### src/verilog/rws_cfg.svh
// timing, offsets and reset values of the reset and watchdog sequencer
`ifndef RWS_CFG_SVH
`define RWS_CFG_SVH
`define RWS_CLK_MHZ 200
`define RWS_HALT_MS 50
`define RWS_HALT_CYC (`RWS_HALT_MS * 1000 * `RWS_CLK_MHZ)
`define RWS_OFF_INTERVAL 4'h2
`define RWS_OFF_RESTART 4'h3
`define RWS_OFF_CAUSE 4'h4
`define RWS_OFF_STATUS 4'h5
`define RWS_SEL_LO_BIT 0
`define RWS_SEL_HI_BIT 1
`define RWS_SEL_RESET 2'h3
`define RWS_SHORT_COUNT 18'h10000
`define RWS_LONG_COUNT 18'h20000
`define RWS_RESET_VECTOR 14'h0000
`endif

### src/verilog/rws_pkg.sv
// types of the reset and watchdog sequencer
package rws_pkg;
	typedef enum logic [1:0] {
		RWS_STOPPED = 2'h0,
		RWS_HALTED = 2'h1,
		RWS_RUNNING = 2'h3,
		RWS_CLKSTOP = 2'h2
	} rws_state_t;
	typedef struct packed {
		logic [2:0] sup_sync;
		logic [2:0] lo_sync;
		logic [2:0] rst_sync;
		logic [2:0] ce_sync;
		logic [2:0] wak_sync;
		logic [2:0] carry_sync;
		rws_state_t state;
		logic [31:0] halt_cnt;
		logic [17:0] dog_cnt;
		logic [1:0] interval_sel;
		logic sel_written;
		logic cause_flag;
		logic ce_pending;
		logic wake_window;
		logic [7:0] rdata;
		logic core_reset;
		logic osc_en;
		logic core_halt;
		logic start_pulse;
		logic power_clear;
		logic regs_init;
	} rws_regs_t;
endpackage : rws_pkg

### src/verilog/rws_sequencer.sv
// reset sequencer with watchdog, stack fault reset and reset-cause flag
// How it works
// - in clock stop, low supply at lower threshold asserts power clear, halts all
// - after power clear release hold core 50 ms, then start at 0000H
// - supply rising from zero enables oscillator at once, execution waits 50 ms
// - supply and enable rising together give one power-on start at 0000H
// - enable rising during forced halt adds no second start
// - enable rising after start restarts at 0000H on next carry edge
// - clock stop wakeup sets normal threshold at once; first carry edge after wakeup acts as enable reset
// - low reset pin stops oscillator, halts core, initializes all state
// - reset pin high restarts oscillator; start at address 0 after 50 ms
// - watchdog frozen in clock stop and halt
// - watchdog or stack reset spares interval, restart, carry and ce counter
// - watchdog or stack reset sets cause flag; reading it clears it
// - interval select writable once after power-on or pin reset
// - interval code 00 off, 01 65536, 10 prohibited, 11 131072; bit3 reads zero
// - interval select resets to 131072 on supply application
// - writing 1 to restart bit clears the watchdog counter
// - interrupt or address stack overflow or underflow causes a reset
// - watchdog expiry resets and resumes at address 0
`timescale 1ns/100ps
`include "rws_cfg.svh"
module rws_sequencer
	import rws_pkg::*;
#(
	parameter int HALT_CYCLES = `RWS_HALT_CYC
) (
	input wire logic CLK,
	input wire logic RESET_N,
	input wire logic SUPPLY_OK,
	input wire logic SUPPLY_LOW_OK,
	input wire logic EXT_RESET_N,
	input wire logic CE_PIN,
	input wire logic WAKEUP_INT,
	input wire logic WAKEUP_PORT_INPUT,
	input wire logic CARRY_SET,
	input wire logic STOP_REQ,
	input wire logic HALT_MODE,
	input wire logic INSTR_DONE,
	input wire logic ISTACK_FAULT,
	input wire logic ASTACK_FAULT,
	input wire logic [3:0] ADDR,
	input wire logic [7:0] WDATA,
	input wire logic WR,
	input wire logic RD,
	output logic [7:0] RDATA,
	output logic CORE_RESET,
	output logic OSC_EN,
	output logic CORE_HALT,
	output logic START_PULSE,
	output logic POWER_CLEAR_SIGNAL,
	output logic REGS_INIT
);
	rws_regs_t q, d;

	// interval code to terminal count, zero means the watchdog is off
	function automatic logic [17:0] rws_limit(input logic [1:0] sel);
		if (sel == 2'h1) begin
			return `RWS_SHORT_COUNT;
		end else if (sel == 2'h3) begin
			return `RWS_LONG_COUNT;
		end else begin
			return 18'h00000;
		end
	endfunction : rws_limit

	// restarting the core: dog counter cleared
	function automatic logic [17:0] rws_zero();
		return 18'h00000;
	endfunction : rws_zero

	logic sup, lo, rst, wak, carry_rise, ce_rise;
	logic dog_fire, stack_fire, cold, threshold_ok;
	logic [17:0] lim;

	always_comb begin
		d = q;
		// pins are outside the clock domain: two flops before use
		d.sup_sync = {q.sup_sync[1:0], SUPPLY_OK};
		d.lo_sync = {q.lo_sync[1:0], SUPPLY_LOW_OK};
		d.rst_sync = {q.rst_sync[1:0], EXT_RESET_N};
		d.ce_sync = {q.ce_sync[1:0], CE_PIN};
		d.wak_sync = {q.wak_sync[1:0], WAKEUP_INT | WAKEUP_PORT_INPUT};
		d.carry_sync = {q.carry_sync[1:0], CARRY_SET};
		sup = q.sup_sync[1];
		lo = q.lo_sync[1];
		rst = q.rst_sync[1];
		wak = q.wak_sync[1];
		carry_rise = q.carry_sync[1] & ~q.carry_sync[2];
		ce_rise = q.ce_sync[1] & ~q.ce_sync[2];
		d.start_pulse = 1'b0;
		d.regs_init = 1'b0;
		d.rdata = 8'h00;
		lim = rws_limit(q.interval_sel);
		dog_fire = 1'b0;
		stack_fire = (ISTACK_FAULT | ASTACK_FAULT) & (q.state == RWS_RUNNING);
		// clock stop uses the lower threshold except during the wake window
		threshold_ok = (q.state == RWS_CLKSTOP && !q.wake_window) ? lo : sup;
		cold = !threshold_ok || !rst;
		// watchdog advances only on executed instructions while running
		if (q.state == RWS_RUNNING && !HALT_MODE) begin
			if (lim != 18'h00000 && INSTR_DONE) begin
				if (q.dog_cnt + 18'h00001 >= lim) begin
					dog_fire = 1'b1;
				end else begin
					d.dog_cnt = q.dog_cnt + 18'h00001;
				end
			end
		end
		// register writes
		if (WR) begin
			if (ADDR == `RWS_OFF_INTERVAL) begin
				if (!q.sel_written) begin
					d.interval_sel = {WDATA[`RWS_SEL_HI_BIT],
						WDATA[`RWS_SEL_LO_BIT]};
					d.sel_written = 1'b1;
				end
			end else if (ADDR == `RWS_OFF_RESTART) begin
				if (WDATA[0]) begin
					d.dog_cnt = rws_zero();
				end
			end
		end
		// register reads, data one cycle later; cause flag cleared by read
		if (RD) begin
			if (ADDR == `RWS_OFF_INTERVAL) begin
				d.rdata = {6'h00, q.interval_sel};
			end else if (ADDR == `RWS_OFF_CAUSE) begin
				d.rdata = {7'h00, q.cause_flag};
				d.cause_flag = 1'b0;
			end else if (ADDR == `RWS_OFF_STATUS) begin
				d.rdata = {5'h00, q.sel_written, q.state};
			end else begin
				d.rdata = 8'h00;
			end
		end
		// sequencer
		case (q.state)
			RWS_STOPPED: begin
				d.osc_en = 1'b0;
				d.core_halt = 1'b1;
				d.core_reset = 1'b1;
				d.halt_cnt = 32'h0;
				d.ce_pending = 1'b0;
				if (!cold) begin
					d.power_clear = 1'b0;
					d.osc_en = 1'b1;
					d.state = RWS_HALTED;
				end
			end
			RWS_HALTED: begin
				// enable edges here fold into the pending start
				if (q.halt_cnt < HALT_CYCLES) begin
					d.halt_cnt = q.halt_cnt + 32'h1;
				end else if (carry_rise || q.ce_pending) begin
					d.state = RWS_RUNNING;
					d.core_halt = 1'b0;
					d.core_reset = 1'b0;
					d.start_pulse = 1'b1;
					d.ce_pending = 1'b0;
					d.dog_cnt = rws_zero();
				end
			end
			RWS_RUNNING: begin
				if (ce_rise) begin
					d.ce_pending = 1'b1;
				end
				if (q.ce_pending && carry_rise) begin
					d.start_pulse = 1'b1;
					d.ce_pending = 1'b0;
					d.dog_cnt = rws_zero();
				end
				if (dog_fire || stack_fire) begin
					d.cause_flag = 1'b1;
					d.regs_init = 1'b1;
					d.start_pulse = 1'b1;
					d.dog_cnt = rws_zero();
				end
				if (STOP_REQ) begin
					d.state = RWS_CLKSTOP;
					d.osc_en = 1'b0;
					d.core_halt = 1'b1;
				end
			end
			RWS_CLKSTOP: begin
				if (wak && !q.wake_window) begin
					d.osc_en = 1'b1;
					d.wake_window = 1'b1;
					d.halt_cnt = 32'h0;
				end else if (q.wake_window) begin
					// tset/2 taken as the first carry edge after wakeup
					if (carry_rise) begin
						d.wake_window = 1'b0;
						d.state = RWS_HALTED;
						d.ce_pending = 1'b1;
						d.halt_cnt = HALT_CYCLES;
					end
				end
			end
			default: d.state = RWS_STOPPED;
		endcase
		// supply loss or reset pin wins over everything
		if (cold) begin
			d.state = RWS_STOPPED;
			d.power_clear = !threshold_ok;
			d.osc_en = 1'b0;
			d.core_halt = 1'b1;
			d.core_reset = 1'b1;
			d.regs_init = 1'b1;
			d.dog_cnt = rws_zero();
			d.wake_window = 1'b0;
			d.ce_pending = 1'b0;
			d.interval_sel = `RWS_SEL_RESET;
			d.sel_written = 1'b0;
			// power-on and pin reset both clear the cause flag
			d.cause_flag = 1'b0;
		end
	end

	// whole state registered in one place
	always_ff @(posedge CLK or negedge RESET_N) begin
		if (!RESET_N) begin
			q <= '0;
			q.state <= RWS_STOPPED;
			q.interval_sel <= `RWS_SEL_RESET;
			q.core_reset <= 1'b1;
			q.core_halt <= 1'b1;
			q.power_clear <= 1'b1;
		end else begin
			q <= d;
		end
	end

	assign RDATA = q.rdata;
	assign CORE_RESET = q.core_reset;
	assign OSC_EN = q.osc_en;
	assign CORE_HALT = q.core_halt;
	assign START_PULSE = q.start_pulse;
	assign POWER_CLEAR_SIGNAL = q.power_clear;
	assign REGS_INIT = q.regs_init;
endmodule : rws_sequencer

### config.mk
export PLATFORM = sky130hd
export DESIGN_NAME = rws_sequencer
export DESIGN_NICKNAME = d
export VERILOG_FILES = /design/src/verilog/rws_pkg.sv /design/src/verilog/rws_sequencer.sv
export VERILOG_INCLUDE_DIRS = /design/src /design/src/verilog
export SDC_FILE = /design/constraint.sdc
export NUM_CORES = 1
export LEC_CHECK = 0
export ABC_AREA = 1
export BUFFER_PORTS_ARGS = -buffer_cell sky130_fd_sc_hd__buf_2
export CAP_MARGIN = 0
export CORE_MARGIN = 3
export CORE_UTILIZATION = 50
export DETAILED_ROUTE_END_ITERATION = 7
export GPL_TIMING_DRIVEN = 0
export HOLD_SLACK_MARGIN = 0.02
export PLACE_DENSITY_LB_ADDON = 0.15
export SLEW_MARGIN = 20
export SYNTH_ARGS = -nofsm -noshare
export SYNTH_HDL_FRONTEND = slang
export SYNTH_SLANG_ARGS = --single-unit
### constraint.sdc
create_clock -name CLK -period 2.5 [get_ports CLK]
set_input_delay 0 -clock CLK [delete_from_list [all_inputs] [get_ports CLK]]
set_output_delay 0 -clock CLK [all_outputs]
set_load 0.02 [all_outputs]
==> impl_metrics.yaml, run 1 <==
outcome:
  status: "complete, but fails checks"
  violations: "negative setup slack"
global_route:
  grt_pass1_vias: 4193
  grt_util_all_layers_pct: 23.1
  antenna_found_initial: 0
  grt-ovfl-total: 0
  grt_max_degree: 45
  grt_pass1_wl_um: 19300
worst_setup_path:
  r2r_setup_slack_ns: -0.57
  crit_arrival_ns: 3.33
  slowest_delay_ns: 0.42
  reg2reg_from: "q[20]"
  crit_buf_inv: 4
  cp-startpoint: "q[20]"
  cp_top_family: "simple AND/OR/NAND/NOR gates"
  reg2regPathDepth: 21
  crit_path_max_fanout: 10
  critPathCaptureType: "flip-flop"
  critical_path_class: "flip-flop to flip-flop"
  path_depth: 21
  cp.required_ns: 2.76
  slowest_stage: "dfrtp_1"
  endpoint: "q[20]"
  critical_path.cell_chain: "buf_6, nand2_2, nor2_4, nand2_4, clkinv_1, nand2_2, nor2_4, xor2_2, ha_1, nand2_2, nor2_2, nand3_1, nor2_2, nand3_2, nor2_2, nand3_2, buf_6, nand3_4, buf_6, xor2_1, nor2_1"
  rr_endpoint: "q[20]"
  start_kind: "flip-flop"
sta:
  rsz0062_at_grt: "true"
  tightest_slew_ns: 0.747
  hold_viol_final: 0
  setup_viol: 21
  finalWorstSetupSlack_ns: -0.573
  max_slew_margin_pct: 49.8
  fin_crit_sh_pct: 123
  tns_ns: -9.82
  fin_crit_ns: 3.07
  fmax_mhz: 325
  fin_skew_ns: 0.0108
  final_max_slew_viol_count: 0
floorplanning:
  rows: 34
  start_util_pct: 52.5
  dieArea_um2: 10600
  coreArea_um2: 8930
  dieWidth_um: 103
  num_io_pins: 42
  die_h_um: 103
hold_path:
  hp-class: "input pin to flip-flop"
synthesis:
  yosysWarnings: 0
  ys_ff_latch: 81
  syn_area_per_cell_um2: 7.43
  synth-xor-area-share_pct: 2.24
  syn_inst: 631
  postSynth.asyncResetShare_pct: 100
  syn-cell-area_um2: 4690
  synthAdderAreaFrac_pct: 2.13
  synth.yosys.seq_area_share_pct: 43.4
  muxShareOfSynthArea_pct: 0
  synth-compound-area-share_pct: 10.4
  synthFlopType: "dfrtp_1"
  synth_enable_flop_cells: 0
  synth_top_family_by_area: "simple AND/OR/NAND/NOR gates"
  synth_cell_types: 45
  yosys.area_share.simple_pct: 30.6
cts:
  clk-insertion-delay-late_ns: 0.36
  clock-sinks: 81
  tritoncts: "done"
  clockBufferDepth: 2
  clk_pin_slew_ns: 0.10
  cts_root_buffer: "clkbuf_8"
  cts_buffers: 9
  h-tree-depth: 3
layout:
  drive_gt1_share_pct: 22.0
  n_antenna_cell: 0
  fin_nets: 757
  area_delta_synth_final_pct: 23.7
power_and_ir_drop:
  peakVddDrop_v: 0.000415
  powerDensity_nw_per_um2: 587
  power.leakage_nw: 2.62
detailed_routing:
  drcViolationCount: 0
  wl_per_cell_um: 14.0
  num_vias: 4409
  drtAntennaViolNets: 0
  via_per_inst: 5.29
  wl_um: 11700
  drt_iter0_drc: 281
  drtPass1Iterations: 5
place:
  port_buffers: 30
  place_ws_ns: -0.686
  hpwl_um: 7710
  gp_congestion: 0.970
flow_run:
  drv_cap: 0
## worst reg2reg max path: cells and delay by family (launching register included)
family	cells	cell delay (ns)
flops	1	0.42
buf+inv	4	0.53
fa+ha+maj	1	0.32
simple gates	14	1.41
xor+xnor	2	0.29
## logic make-up after synthesis
logic type,after synthesis
AND/OR/NAND/NOR,321
XOR/XNOR,12
flip-flops,81
adder cells (fa/ha/maj),8
AO/OA/AOI/OAI,88
buffers and inverters,120
other,1
## stage by stage
step / power (mW) / std cells / hold WS [ns] / instance area [µm²] / utilization, %
floorplan: 2.02 / 635 / -0.296 / 4710 / -
CTS: 3.39 / 823 / 0.0877 / 5590 / 62.6
finish: 3.40 / 834 / 0.116 / 5800 / 64.9
global route: 3.60 / 834 / 0.163 / 5800 / 64.9
global placement: 2.28 / 773 / 0.110 / 4990 / 55.9
detailed placement: 2.30 / 774 / 0.00133 / 5020 / 56.2
## placed cells by master, fill, tap and decap left out, types with 3 or more instances in the layout
| cell type | Yosys | final |
|---|---|---|
| dfstp_2 | 5 | 5 |
| o21ai_1 | 5 | 9 |
| inv_6 | 0 | 3 |
| nand2_1 | 151 | 143 |
| o21bai_1 | 3 | 3 |
| o21ai_0 | 48 | 39 |
| a21oi_1 | 19 | 17 |
| nor2_2 | 14 | 15 |
| inv_8 | 0 | 3 |
| buf_2 | 2 | 30 |
| nor2_4 | 2 | 8 |
| nand2_2 | 7 | 11 |
| o21ai_2 | 0 | 5 |
| clkbuf_2 | 0 | 3 |
| nand3_2 | 4 | 3 |
| dfrtp_1 | 76 | 74 |
| dlygate4sd3_1 | 0 | 16 |
| nor4_1 | 4 | 4 |
| nor3_1 | 17 | 17 |
| buf_4 | 9 | 32 |
| nand4_1 | 12 | 12 |
| xor2_1 | 10 | 8 |
| nand3_1 | 31 | 31 |
| conb_1 | 1 | 5 |
| inv_1 | 98 | 96 |
| nand2_4 | 1 | 4 |
| clkbuf_8 | 0 | 9 |
| nor2_1 | 72 | 65 |
| buf_6 | 3 | 7 |
| inv_2 | 1 | 3 |
| ha_1 | 8 | 7 |
## flip-flops by register name (all words and copies together) (netlist names)
name and cells:
CORE_HALT 1, CORE_RESET 1, OSC_EN 1, POWER_CLEAR_SIGNAL 1
RDATA 3, REGS_INIT 1, START_PULSE 1, d 12
q 60
## worst min path at each step
stage | cells past startpoint | to | from | slack [ns]
final | 6 | q[17] | ADDR[3] | 0.12
after global routing | 2 | RDATA[2] | RESET_N | 0.16
after CTS | 6 | q[17] | ADDR[3] | 0.09
after detailed placement | 1 | RDATA[2] | RESET_N | 0.001
after global placement | 1 | d[73] | CARRY_SET | 0.11
after floorplan | 0 | OSC_EN | RESET_N | -0.30
## cell type report
type	count	area, µm²
fill	784	3130
multi-input combinational	434	2310
sequential	81	2040
timing repair buffer	75	598
inverter	100	375
buffer	20	156
tap	108	135
clock buffer	9	124
clock inverter	7	67.6
## per-layer routing
metal  wire [µm]  vias up  global-route usage [%]
li1            -     2177                       -
met1        5120     2090                    29.3
met2        5810      125                    40.6
met3         576       17                    4.53
met4         172        0                    5.88
met5           0        -                       0
## cells in the mapped netlist (2+ instances only)
cell type	instances	area, µm²
ha_1	8	100
nor2_2	14	87.6
o21bai_1	3	22.5
xor2_1	10	87.6
xnor2_1	2	17.5
o21ai_0	48	240
o21ai_1	5	25.0
nor3_1	17	85.1
buf_2	2	10.0
inv_1	98	368
a21oi_1	19	95.1
nand2_1	151	567
nand4_1	12	75.1
buf_4	9	67.6
buf_6	3	33.8
nor2_1	72	270
nor4_1	4	25.0
nand3_1	31	155
nand3_2	4	40.0
nor3b_1	2	15.0
nand2_2	7	43.8
clkbuf_1	5	18.8
o311ai_0	3	26.3
dfrtp_1	76	1900
dfstp_2	5	131
nor2_4	2	22.5
## timing repair
item	CTS	global route
setup endpoints to repair	25	44
pin swaps	16	27
hold buffers	16	0
gates resized for setup	27	38
gates cloned	3	0
endpoints found under the hold margin	73	0
setup buffers	14	11
## where the power goes
| group | total, mW | switching [mW] | internal, mW |
|---|---|---|---|
| clock network | 0.956 | 0.564 | 0.392 |
| registers | 1.46 | 0.0585 | 1.41 |
| logic | 0.983 | 0.649 | 0.334 |
Power figures use the tool's default switching activity.
==> run 2: changes to the inputs <==
--- a/config.mk
+++ b/config.mk
@@ -10,7 +10,7 @@
 export BUFFER_PORTS_ARGS = -buffer_cell sky130_fd_sc_hd__buf_2
 export CAP_MARGIN = 0
 export CORE_MARGIN = 3
-export CORE_UTILIZATION = 50
+export CORE_UTILIZATION = 38
 export DETAILED_ROUTE_END_ITERATION = 7
 export GPL_TIMING_DRIVEN = 0
 export HOLD_SLACK_MARGIN = 0.02
==> run 2 against run 1 <==
Compared with the run above:
- the flow still finishes with violations (negative setup slack)
- core utilization fell by 14 points
- setup slack better by 0.10 ns
- combinational power decreased by 0.7%
- flip-flop and latch count did not move
- non-clock buffer count is 2 higher
- die area rose by 30%
- global-route usage down 4.9 points
- critical path type unchanged
==> impl_metrics.yaml, run 2 (synthesis gave the netlist of run 1 again) <==
sta:
  final_max_slew_viol_count: 0
  fin_skew_ns: 0.00788
  fmax_mhz: 337
  max_slew_margin_pct: 47.9
  tightest_slew_ns: 0.775
  setup_viol: 21
  rsz0062_at_grt: "true"
  fin_crit_sh_pct: 119
  fin_hold_ws_ns: 0.0485
  fin_crit_ns: 2.97
  finalWorstSetupSlack_ns: -0.468
  hold_viol_final: 0
cts:
  h-tree-depth: 3
  tritoncts: "done"
  clk-insertion-delay-late_ns: 0.34
  clockBufferDepth: 2
  clk_pin_slew_ns: 0.06
  clock-sinks: 81
  cts_root_buffer: "clkbuf_16"
  cts_buffers: 9
worst_setup_path:
  slowest_delay_ns: 0.44
  critical_path.cell_chain: "nand2_2, nor2_4, nand2_4, clkinv_1, nand2_2, nor2_2, xor2_2, ha_1, nand2_1, nor2_1, nand3_1, nor2_2, nand3_2, nor2_2, nand3_2, buf_6, nand3_4, buf_6, nand2_1, o21ai_1, inv_1, nor2_1"
  crit_arrival_ns: 3.23
  cp.required_ns: 2.77
  cp_common_cell: "nor2_2"
  cp_top_family: "simple AND/OR/NAND/NOR gates"
  crit_path_max_fanout: 7
  critical_path_class: "flip-flop to flip-flop"
  crit_buf_inv: 4
  start_kind: "flip-flop"
  critPathCaptureType: "flip-flop"
  slowest_stage: "dfrtp_1"
detailed_routing:
  via_per_inst: 4.85
  drtPass1Iterations: 4
  drcViolationCount: 0
  num_vias: 4322
  wl_per_cell_um: 13.3
  drtAntennaViolNets: 0
  wl_um: 11900
  drt_iter0_drc: 240
place:
  hpwl_um: 8110
  gp_congestion: 0.928
  dp_cells: 830
  place_ws_ns: -0.689
  port_buffers: 30
  place_area_um2: 5090
floorplanning:
  num_io_pins: 42
  dieArea_um2: 13700
  dieWidth_um: 117
  coreArea_um2: 11800
  die_h_um: 117
  rows: 39
  start_util_pct: 39.9
layout:
  largest_reg_flops: 60
  area_delta_synth_final_pct: 27.3
  multi_input_area_um2: 2310
  layout_common_cells: "nand2_1 (138), inv_1 (95), dfrtp_1 (72)"
  drive_gt1_share_pct: 23.4
  mostFrequentLayoutCell: "nand2_1"
  fin_util_pct: 50.8
  n_fill_cell: 1166
  finalInstanceArea_um2: 5970
  n_antenna_cell: 0
  layout.cells.non_filler: 892
  max_flop_register: "q"
  fin_nets: 759
  regArea_um2: 2040
global_route:
  grt-ovfl-total: 0
  grt_pass1_vias: 4225
  antenna_found_initial: 0
  grt_util_all_layers_pct: 18.2
  grt_max_degree: 53
  grt_pass1_wl_um: 19600
flow_run:
  drv_cap: 0
outcome:
  status: "complete, but fails checks"
  violations: "negative setup slack"
power_and_ir_drop:
  peakVddDrop_v: 0.000382
  power.leakage_nw: 2.64
  powerDensity_nw_per_um2: 628
hold_path:
  hp-class: "input pin to flip-flop"
## run 2: path summary, 6_finish.rpt
check / to / slack (ns) / start / cells after the start
setup / recovery: q[23] / -0.47 / q[26] / 22
hold / removal: RDATA[2] / 0.05 / ADDR[3] / 6
setup reg to reg: q[23] / -0.47 / q[26] / 22
hold reg to reg: d[89] / 0.35 / d[88] / 0
max in group asynchronous: q[43] / 1.65 / RESET_N / 3
min in group asynchronous: q[16] / 0.25 / RESET_N / 2
## run 2: final cells by class
cell class / count / share of cell area, %
Multi-Input combinational cell: 434 / 38.7
Sequential cell: 81 / 34.1
Buffer: 19 / 2.35
Timing Repair Buffer: 78 / 10.1
Clock buffer: 9 / 3.77
Clock inverter: 7 / 1.19
Tap cell: 164 / 3.44
Inverter: 100 / 6.29
## run 2: tightest hold or removal path: cells and delay by family
kind | cells | cell delay (ns)
buf+inv | 3 | 0.21
simple gates | 3 | 0.13
## run 2: metal layers
metal | vias up | global-route usage [%] | routed length [µm]
li1 | 2181 | - | -
met1 | 2045 | 22.9 | 5430
met2 | 74 | 31.1 | 5830
met3 | 22 | 3.55 | 379
met4 | 0 | 6.42 | 240
met5 | - | 0 | 0
## run 2: timing repair
action,CTS,global route
endpoints found under the setup margin,25,40
hold buffers,15,0
setup buffers,14,15
hold endpoints to repair,59,0
cloned,3,0
resized for setup,26,46
pin swaps,9,31
## run 2: per-stage QoR
stage / TNS [ns] / total power, mW
after floorplan: -2.13 / 2.02
after global routing: -13.04 / 3.96
after CTS: -9.18 / 3.77
after global placement: -12.23 / 2.30
final: -8.52 / 3.75
after detailed placement: -13.22 / 2.32
## run 2: where the power goes
group | internal (mW) | switching (mW)
Combinational | 0.324 | 0.652
Clock | 0.771 | 0.541
Sequential | 1.41 | 0.0552
Total | 2.50 | 1.25
